===== src/rt_log_map.svh =====
`ifndef RT_LOG_MAP_SVH
`define RT_LOG_MAP_SVH
`define REG_CFG 5'h01
`define REG_MASK1 5'h02
`define REG_MASK2 5'h03
`define REG_STAT1 5'h04
`define REG_STAT2 5'h05
`define REG_CFG6 5'h06
`define REG_TTAG 5'h07
`define REG_STACK 5'h08
`define REG_QPTR 5'h1f
`define CFG_RES_LO 0
`define CFG_CLR_SYNC 3
`define CFG_LOAD_SYNC 4
`define CFG_LSB_FILT 5
`define CFG_MODE_DATA 6
`define CFG6_NO_VALID 7
`define CFG6_NO_INVALID 8
`define RES_EXT 3'h7
`define RES_MAX 3'h5
`define TICK_US 1
`define CLK_MHZ 200
`define TICK_CYCLES (`TICK_US * `CLK_MHZ)
`define STACK_HALF_BIT 7
`define QUEUE_BITS 6
`endif


===== src/rt_log_pkg.sv =====
package rt_log_pkg;
   typedef struct packed {
      logic [15:0] cmd;
      logic [15:0] data_ptr;
      logic [15:0] mode_data;
      logic mode_code;
      logic chan_b;
      logic illegal;
      logic [4:0] err;
      logic sync_nodata;
      logic sync_data;
      logic sa_sel;
      logic mc_sel;
      logic tx_timeout;
      logic cbuf_full;
      logic cbuf_half;
      logic mt_cmd_half;
      logic mt_data_half;
   } msg_info_t;
   typedef struct packed {
      logic we;
      logic [15:0] addr;
      logic [15:0] data;
   } ram_wr_t;
   typedef enum logic [2:0] {S_IDLE = 3'h0, S_D0 = 3'h1, S_D1 = 3'h3, S_D2 = 3'h2,
      S_D3 = 3'h6, S_Q0 = 3'h7, S_Q1 = 3'h5} eng_state_t;
endpackage


===== src/rt_message_log_and_interrupt_queue.sv =====
// The Wishbone interface to the registers is this design's own decision.
`timescale 1ns/100ps
`include "rt_log_map.svh"
module rt_message_log_and_interrupt_queue
(
   input wire logic clk_i,
   input wire logic rst_i,
   input wire logic wb_cyc_i,
   input wire logic wb_stb_i,
   input wire logic wb_we_i,
   input wire logic [6:0] wb_adr_i,
   input wire logic [3:0] wb_sel_i,
   input wire logic [31:0] wb_dat_i,
   output logic [31:0] wb_dat_o,
   output logic wb_ack_o,
   input wire logic msg_start_i,
   input wire logic msg_done_i,
   input wire rt_log_pkg::msg_info_t msg_i,
   input wire logic tag_clk_i,
   input wire logic rtaddr_par_err_i,
   input wire logic ram_par_err_i,
   input wire logic [15:0] ram_par_addr_i,
   input wire logic bit_done_i,
   output rt_log_pkg::ram_wr_t ram_o,
   output logic irq_o
);
   import rt_log_pkg::*;

   eng_state_t state;
   msg_info_t cur;
   logic [15:0] cfg, cfg6, mask1, mask2, stat1, stat2, ttag, stk, qptr;
   logic [15:0] qvec, qpar, nm_pend, ram_par_addr;
   logic qmsg;
   logic [7:0] pre_cnt;
   logic [6:0] div_cnt;
   logic tag_q, tag_rise, us_tick, tt_inc, tt_set, tt_clr, tt_load, tt_roll;
   logic [2:0] res;
   logic wb_req, wr_en;
   logic [31:0] wdat;
   logic [15:0] next_stk, mev, nev, mvec, bsw;
   logic half_stk, full_stk, invalid, q_allow, q_wrap;

   assign wb_req = wb_cyc_i && wb_stb_i && !wb_ack_o;
   assign wr_en = wb_req && wb_we_i;
   assign wdat = {wb_sel_i[3] ? wb_dat_i[31:24] : 8'h00, wb_sel_i[2] ? wb_dat_i[23:16] : 8'h00,
      wb_sel_i[1] ? wb_dat_i[15:8] : 8'h00, wb_sel_i[0] ? wb_dat_i[7:0] : 8'h00};
   assign res = cfg[`CFG_RES_LO +: 3];

   // Bus slave answers every access one cycle after the request, unmapped reads as zero.
   always_ff @(posedge clk_i)
   begin
      if (rst_i)
      begin
         wb_ack_o <= 1'b0;
         wb_dat_o <= 32'h0;
      end
      else
      begin
         wb_ack_o <= wb_req;
         wb_dat_o <= 32'h0;
         if (wb_req && !wb_we_i)
         begin
            unique case (wb_adr_i[6:2])
               `REG_CFG: wb_dat_o <= {16'h0, cfg};
               `REG_MASK1: wb_dat_o <= {16'h0, mask1};
               `REG_MASK2: wb_dat_o <= {16'h0, mask2};
               `REG_STAT1: wb_dat_o <= {16'h0, stat1};
               `REG_STAT2: wb_dat_o <= {16'h0, stat2};
               `REG_CFG6: wb_dat_o <= {16'h0, cfg6};
               `REG_TTAG: wb_dat_o <= {16'h0, ttag};
               `REG_STACK: wb_dat_o <= {16'h0, stk};
               `REG_QPTR: wb_dat_o <= {16'h0, qptr};
               default: wb_dat_o <= 32'h0;
            endcase
         end
      end
   end

   // Plain control registers written by software.
   always_ff @(posedge clk_i)
   begin
      if (rst_i)
      begin
         cfg <= 16'h0;
         cfg6 <= 16'h0;
         mask1 <= 16'h0;
         mask2 <= 16'h0;
      end
      else if (wr_en)
      begin
         unique case (wb_adr_i[6:2])
            `REG_CFG: cfg <= wdat[15:0];
            `REG_CFG6: cfg6 <= wdat[15:0];
            `REG_MASK1: mask1 <= wdat[15:0];
            `REG_MASK2: mask2 <= wdat[15:0];
            default: ;
         endcase
      end
   end

   // Time base: one microsecond tick, then a power of two divider.
   assign us_tick = pre_cnt == 8'(`TICK_CYCLES - 1);
   assign tag_rise = tag_clk_i && !tag_q;
   always_ff @(posedge clk_i)
   begin
      if (rst_i)
      begin
         pre_cnt <= 8'h0;
         div_cnt <= 7'h0;
         tag_q <= 1'b0;
      end
      else
      begin
         tag_q <= tag_clk_i;
         // A tag write restarts the time base, so the first count is a full period.
         if (tt_set)
         begin
            pre_cnt <= 8'h0;
            div_cnt <= 7'h0;
         end
         else
         begin
            pre_cnt <= us_tick ? 8'h0 : pre_cnt + 8'h1;
            if (us_tick)
               div_cnt <= tt_inc ? 7'h0 : div_cnt + 7'h1;
         end
      end
   end
   // A count left over from a slower resolution ends at the next tick.
   assign tt_inc = (res == `RES_EXT) ? tag_rise :
      (res <= `RES_MAX && us_tick && div_cnt >= 7'((7'h2 << res) - 7'h1));
   assign tt_set = wr_en && wb_adr_i[6:2] == `REG_TTAG;
   assign tt_clr = msg_done_i && state == S_IDLE && msg_i.sync_nodata && cfg[`CFG_CLR_SYNC];
   assign tt_load = msg_done_i && state == S_IDLE && msg_i.sync_data && cfg[`CFG_LOAD_SYNC]
      && !(cfg[`CFG_LSB_FILT] && msg_i.mode_data[0]);
   assign tt_roll = tt_inc && !tt_set && !tt_clr && !tt_load && ttag == 16'hffff;

   always_ff @(posedge clk_i)
   begin
      if (rst_i)
         ttag <= 16'h0;
      else if (tt_set)
         ttag <= wdat[15:0];
      else if (tt_clr)
         ttag <= 16'h0;
      else if (tt_load)
         ttag <= msg_i.mode_data;
      else if (tt_inc)
         ttag <= ttag + 16'h1;
   end

   // Descriptor stack pointer advances by one descriptor per message.
   assign next_stk = stk + 16'h4;
   assign half_stk = next_stk[`STACK_HALF_BIT] && !stk[`STACK_HALF_BIT];
   assign full_stk = next_stk[7:0] < stk[7:0];
   always_ff @(posedge clk_i)
   begin
      if (rst_i)
         stk <= 16'h0;
      else if (state == S_D3)
         stk <= next_stk;
      else if (wr_en && wb_adr_i[6:2] == `REG_STACK)
         stk <= wdat[15:0];
   end

   // Message events: eom, error, subaddr, buffer full/half, stack full/half, mode code,
   // timeout, illegal, monitor command half, monitor data half.
   assign invalid = cur.illegal || (|cur.err);
   assign mev = {4'h0, cur.mt_data_half, cur.mt_cmd_half, cur.illegal, cur.tx_timeout,
      cur.mc_sel, half_stk, full_stk, cur.cbuf_half, cur.cbuf_full, cur.sa_sel, invalid,
      1'b1};
   assign mvec = mev & mask1;
   assign q_allow = invalid ? !cfg6[`CFG6_NO_INVALID] : !cfg6[`CFG6_NO_VALID];
   // Non-message events: tag rollover, address parity, RAM parity, self-test done.
   assign nev = {12'h0, bit_done_i, ram_par_err_i, rtaddr_par_err_i, tt_roll};
   assign q_wrap = (state == S_Q0 || state == S_Q1) && qptr[5:0] == 6'h3f;

   assign bsw = {1'b1, 1'b0, cur.chan_b, cur.illegal, 7'h0, cur.err};

   // Sticky status, set wins over a write-one-to-clear in the same cycle.
   always_ff @(posedge clk_i)
   begin
      if (rst_i)
      begin
         stat1 <= 16'h0;
         stat2 <= 16'h0;
      end
      else
      begin
         stat1 <= (stat1 & ~((wr_en && wb_adr_i[6:2] == `REG_STAT1) ? wdat[15:0] : 16'h0))
            | ((state == S_D3) ? mev : 16'h0);
         stat2 <= (stat2 & ~((wr_en && wb_adr_i[6:2] == `REG_STAT2) ? wdat[15:0] : 16'h0))
            | nev | {11'h0, q_wrap, 4'h0};
      end
   end

   always_ff @(posedge clk_i)
   begin
      if (rst_i)
         irq_o <= 1'b0;
      else
         irq_o <= |({stat1 & mask1, stat2 & mask2});
   end

   // Pending non-message entries waiting for the write engine.
   always_ff @(posedge clk_i)
   begin
      if (rst_i)
      begin
         nm_pend <= 16'h0;
         ram_par_addr <= 16'h0;
      end
      else
      begin
         if (ram_par_err_i)
            ram_par_addr <= ram_par_addr_i;
         if (state == S_IDLE && !msg_done_i && !msg_start_i && nm_pend != 16'h0)
            nm_pend <= nev & mask2;
         else
            nm_pend <= nm_pend | (nev & mask2);
      end
   end

   // Queue pointer: host sets it, each queue word moves it on modulo 64.
   always_ff @(posedge clk_i)
   begin
      if (rst_i)
         qptr <= 16'h0;
      else if (state == S_Q0 || state == S_Q1)
         qptr <= {qptr[15:`QUEUE_BITS], qptr[5:0] + 6'h1};
      else if (wr_en && wb_adr_i[6:2] == `REG_QPTR)
         qptr <= wdat[15:0];
   end

   // Write engine for descriptors and queue entries into shared RAM.
   always_ff @(posedge clk_i)
   begin
      if (rst_i)
      begin
         state <= S_IDLE;
         cur <= '0;
         ram_o <= '0;
         qvec <= 16'h0;
         qpar <= 16'h0;
         qmsg <= 1'b0;
      end
      else
      begin
         ram_o.we <= 1'b0;
         unique case (state)
            S_IDLE:
            begin
               if (msg_done_i)
               begin
                  cur <= msg_i;
                  state <= S_D0;
               end
               else if (msg_start_i)
               begin
                  ram_o <= '{we: 1'b1, addr: stk, data: {1'b0, 1'b1, msg_i.chan_b, 13'h0}};
               end
               else if (nm_pend != 16'h0)
               begin
                  qvec <= {nm_pend[14:0], 1'b0};
                  qpar <= nm_pend[2] ? ram_par_addr : 16'h0000;
                  qmsg <= 1'b0;
                  state <= S_Q0;
               end
            end
            S_D0:
            begin
               ram_o <= '{we: 1'b1, addr: stk, data: bsw};
               state <= S_D1;
            end
            S_D1:
            begin
               ram_o <= '{we: 1'b1, addr: stk + 16'h1, data: ttag};
               state <= S_D2;
            end
            S_D2:
            begin
               ram_o <= '{we: 1'b1, addr: stk + 16'h2,
                  data: (cur.mode_code && cfg[`CFG_MODE_DATA]) ? cur.mode_data : cur.data_ptr};
               state <= S_D3;
            end
            S_D3:
            begin
               ram_o <= '{we: 1'b1, addr: stk + 16'h3, data: cur.cmd};
               qvec <= {mvec[14:0], 1'b1};
               qpar <= stk;
               qmsg <= 1'b1;
               state <= (mvec != 16'h0 && q_allow) ? S_Q0 : S_IDLE;
            end
            S_Q0:
            begin
               ram_o <= '{we: 1'b1, addr: {qptr[15:`QUEUE_BITS], qptr[5:0]}, data: qvec};
               state <= S_Q1;
            end
            S_Q1:
            begin
               ram_o <= '{we: 1'b1, addr: {qptr[15:`QUEUE_BITS], qptr[5:0]}, data: qpar};
               state <= S_IDLE;
            end
            default: state <= S_IDLE;
         endcase
      end
   end
endmodule


===== config.mk =====
export PLATFORM = sky130hd
export DESIGN_NAME = rt_message_log_and_interrupt_queue
export DESIGN_NICKNAME = d
export VERILOG_FILES = /design/src/rt_log_pkg.sv /design/src/rt_message_log_and_interrupt_queue.sv
export VERILOG_INCLUDE_DIRS = /design/src
export SDC_FILE = /design/constraint.sdc
export NUM_CORES = 1
export LEC_CHECK = 0
export ABC_AREA = 1
export BUFFER_PORTS_ARGS = -buffer_cell sky130_fd_sc_hd__buf_2
export CORE_UTILIZATION = 35
export CTS_BUF_LIST = sky130_fd_sc_hd__clkbuf_8
export CTS_CLUSTER_DIAMETER = 60
export DETAILED_ROUTE_END_ITERATION = 8
export PLACE_DENSITY_LB_ADDON = 0.25
export SYNTH_ARGS = -nofsm -noshare
export SYNTH_HDL_FRONTEND = slang
export SYNTH_SLANG_ARGS = --single-unit

===== constraint.sdc =====
create_clock -name clk_i -period 2.79 [get_ports clk_i]
set_input_delay 0.4185 -clock clk_i [delete_from_list [all_inputs] [get_ports clk_i]]
set_output_delay 0.4185 -clock clk_i [all_outputs]
set_load 0.05 [all_outputs]

==> results.sh <==
export IMPL_path_class="reg -> reg"
export IMPL_finalInstanceArea_sq_um=18400
export IMPL_portBuffers=165
export IMPL_diodes=0
export IMPL_critPathTopFamily="simple AND/OR/NAND/NOR gates"
export IMPL_timing_rr_end="state[1]"
export IMPL_ff2ff_setup_slack_ns=0.35
export IMPL_syn_inst=2267
export IMPL_synth_enable_flop_cells=0
export IMPL_timing_slew_headroom_pct=50.5
export IMPL_crit_slowest_cell="dfxtp_1"
export IMPL_gr_total_overflow=0
export IMPL_synth_top_area_share_pct=41.5
export IMPL_run_status="completed"
export IMPL_intPower_w=0.00806
export IMPL_cp_max_fo=8
export IMPL_p_sw_share_pct=34.7
export IMPL_cp_endpoint="state[1]"
export IMPL_setup_slack_ns=0.348
export IMPL_post_cts_buffers=0
export IMPL_cts_sinks=327
export IMPL_dpl_cell_count=2959
export IMPL_p_per_area_nw_per_um2=670
export IMPL_synth_async_reset_ratio_pct=0
export IMPL_worstPathRequired_ns=3.37
export IMPL_fin_cells=3062
export IMPL_hold_violations=0
export IMPL_worst_pin_slew_ns=0.740
export IMPL_cts_root_buf="clkbuf_8"
export IMPL_antenna_found_initial=0
export IMPL_io_pins=202
export IMPL_clk_path_buf_depth=3
export IMPL_critical_path_endpoint_type="flip-flop"
export IMPL_fin_skew_ns=0.0234
export IMPL_htreeDepth=2
export IMPL_p_sw_w=0.00429
export IMPL_clock_fmax_ghz=0.409
export IMPL_sequentialPowerShare_pct=42.4
export IMPL_cp_depth=13
export IMPL_yosys_warnings=0
export IMPL_crit_buf_inv=2
export IMPL_coreArea_sq_um=44300
export IMPL_drt_first_pass_iters=6
export IMPL_gp_congestion=0.943
export IMPL_cts_buffers=58
export IMPL_grt_pass1_vias=15900
export IMPL_cts_hold_buf=4
export IMPL_hold_depth=3
export IMPL_worst_r2r_path_depth=13
export IMPL_cp_arrival_ns=3.02
export IMPL_synth_seq_area_share_pct=41.5
export IMPL_drt_total_wl_mm=62.9
export IMPL_synth_area_sq_um=15800
export IMPL_drive_above_1_share_pct=14.3
export IMPL_cap_violations=0
export IMPL_clk_transition_reported_paths_ns=0.06
export IMPL_placementRows=77
export IMPL_holdWs_ns=0.0336
export IMPL_ys_top_cells_by_count="nand2_1 (508), dfxtp_1 (327), a21oi_1 (298)"
export IMPL_avgSynthCellArea_sq_um=6.96
export IMPL_synth_largest_area_cell="dfxtp_1"
export IMPL_die_w_microns=214
export IMPL_grt_pass1_wl_mm=95.6
export IMPL_reg2reg_from="stk[3]"
export IMPL_hp_class="in -> reg"
export IMPL_ant_nets=0
export IMPL_dr_total_vias=16800
export IMPL_area_growth_pct=16.8
export IMPL_ir_worst_vdd_mv=0.339
export IMPL_drc=0
export IMPL_grt_util_all_layers_pct=26.9
export IMPL_fin_setup_tns_ns=0
export IMPL_avgViaCountPerCell=5.49
export IMPL_pwr_share_comb_pct=21.5
export IMPL_die_height_microns=214
export IMPL_ys_flop_type="dfxtp_1"
export IMPL_rsz0062_at_grt="false"
export IMPL_p_leak_nw=7.58
export IMPL_dpl_hpwl_mm=46.6
export IMPL_cp_start_kind="flip-flop"
export IMPL_slew_viol_final=0
export IMPL_pwr_share_clk_pct=36.1
export IMPL_fin_nets=2583
export IMPL_period_needed_ns=2.44
export IMPL_place_area_sq_um=17200
export IMPL_grt_max_degree=118
export IMPL_start_util_pct=35.6
export IMPL_place_ws_ns=0.452
export IMPL_synth_area_leaders="dfxtp_1 (42%), nand2_1 (12%), a21oi_1 (9.5%), o21ai_0 (7.5%), inv_1 (4.3%)"
export IMPL_die_area_sq_um=45900
export IMPL_synth_cell_type_count=49
export IMPL_cts_tree="built"
export IMPL_clock_latency_ns=0.67
export IMPL_path_common_cell="nand2_1"
export IMPL_slowest_delay_ns=0.47
export IMPL_critPathLaunch="stk[3]"
export IMPL_yosysMostFrequentCell="nand2_1"
export IMPL_fin_crit_sh_pct=87.5
export IMPL_cts_resized=0
export IMPL_cp_cell_sequence="ha_1 > inv_1 > nor2_1 > ha_1 > inv_1 > nand2_1 > nand4_1 > nor2_1 > nand2_1 > nand3_1 > nand2_1 > nand2_1 > a21oi_1"
export IMPL_setup_viol=0
export IMPL_routedWlPerCell_microns=20.5
export IMPL_drt_iter0_drc=1718
export IMPL_fillers=4715
export IMPL_ys_ff_latch=327
cell type report:
class	count	area, sq um	area share [%]
clock buffers	74	1020	5.53
repair buffers	229	1360	7.36
multi-input cells	1625	7920	43.0
clock inverters	25	124	0.673
flip-flops and latches	327	6550	35.5
well taps	592	741	4.02
inverters	190	716	3.89
power by group through the flow:
stage          clock network (W)  registers, W  logic [W]
2_1_floorplan                  0       0.00569    0.00136
3_3_place_gp                   0       0.00533    0.00260
3_5_place_dp                   0       0.00534    0.00262
4_1_cts                  0.00453       0.00524    0.00263
5_1_grt                  0.00473       0.00527    0.00287
6_report                 0.00445       0.00524    0.00265
layout by cell type (no fill, tap or decap), types with 10 or more instances in the layout:
master and count:
nand4_1 36, buf_4 58, nor2_2 13, clkbuf_8 74, conb_1 16, ha_1 16, nor2_1 170, buf_2 164
dfxtp_1 327, a31oi_1 30, o21ai_0 237, o211ai_1 23, nand2_1 508, xor2_1 13, o22ai_1 30, nor3_1 29
nand3_1 134, inv_1 194, a221oi_1 13, inv_2 10, a21oi_1 298
stage by stage:
| stage | utilization (%) | total power [W] |
|---|---|---|
| final | 41.6 | 0.0123 |
| after global routing | 41.6 | 0.0129 |
| after CTS | 41.6 | 0.0124 |
| after detailed placement | 38.9 | 0.00795 |
| after global placement | 38.9 | 0.00792 |
| after floorplan | - | 0.00705 |
worst min path at each step:
stage	from	to
2_1_floorplan	pre_cnt[0]	pre_cnt[0]
3_3_place_gp	pre_cnt[0]	pre_cnt[0]
3_5_place_dp	cur[39]	cur[39]
4_1_cts	rtaddr_par_err_i	stat2[1]
5_1_grt	msg_i[55]	cur[55]
6_report	msg_i[55]	cur[55]
worst min-delay path: cells and delay by family:
kind | cells | cell delay (ns)
AOI/OAI and AO/OA | 1 | 0.06
buffers and inverters | 1 | 0.09
and+or+nand+nor | 1 | 0.07
kinds of logic after synthesis:
group                      synth area share, %
AOI/OAI and AO/OA                         22.6
xor gates and xnor gates                 0.889
adders and majority gates                 1.40
buffers and inverters                     8.72
DFF                                       41.5
other                                   0.0238
and+or+nand+nor                           24.8
routing by layer:
metal	up-vias	global-route usage (%)	routed length, microns
met5	-	0	0
met4	0	12.1	2680
met3	149	3.97	4390
met2	726	43.2	28500
met1	7968	35.7	27300
li1	7958	-	-
flip-flops by register name (all words and copies together) (netlist names), 16 cells and up:
register	cells
cfg	16
cfg6	16
cur	56
mask1	16
mask2	16
qpar	16
qptr	16
ram_o	33
ram_par_addr	16
stat1	16
stat2	16
stk	16
ttag	16
wb_dat_o	16
(Power assumes the default switching activity.)
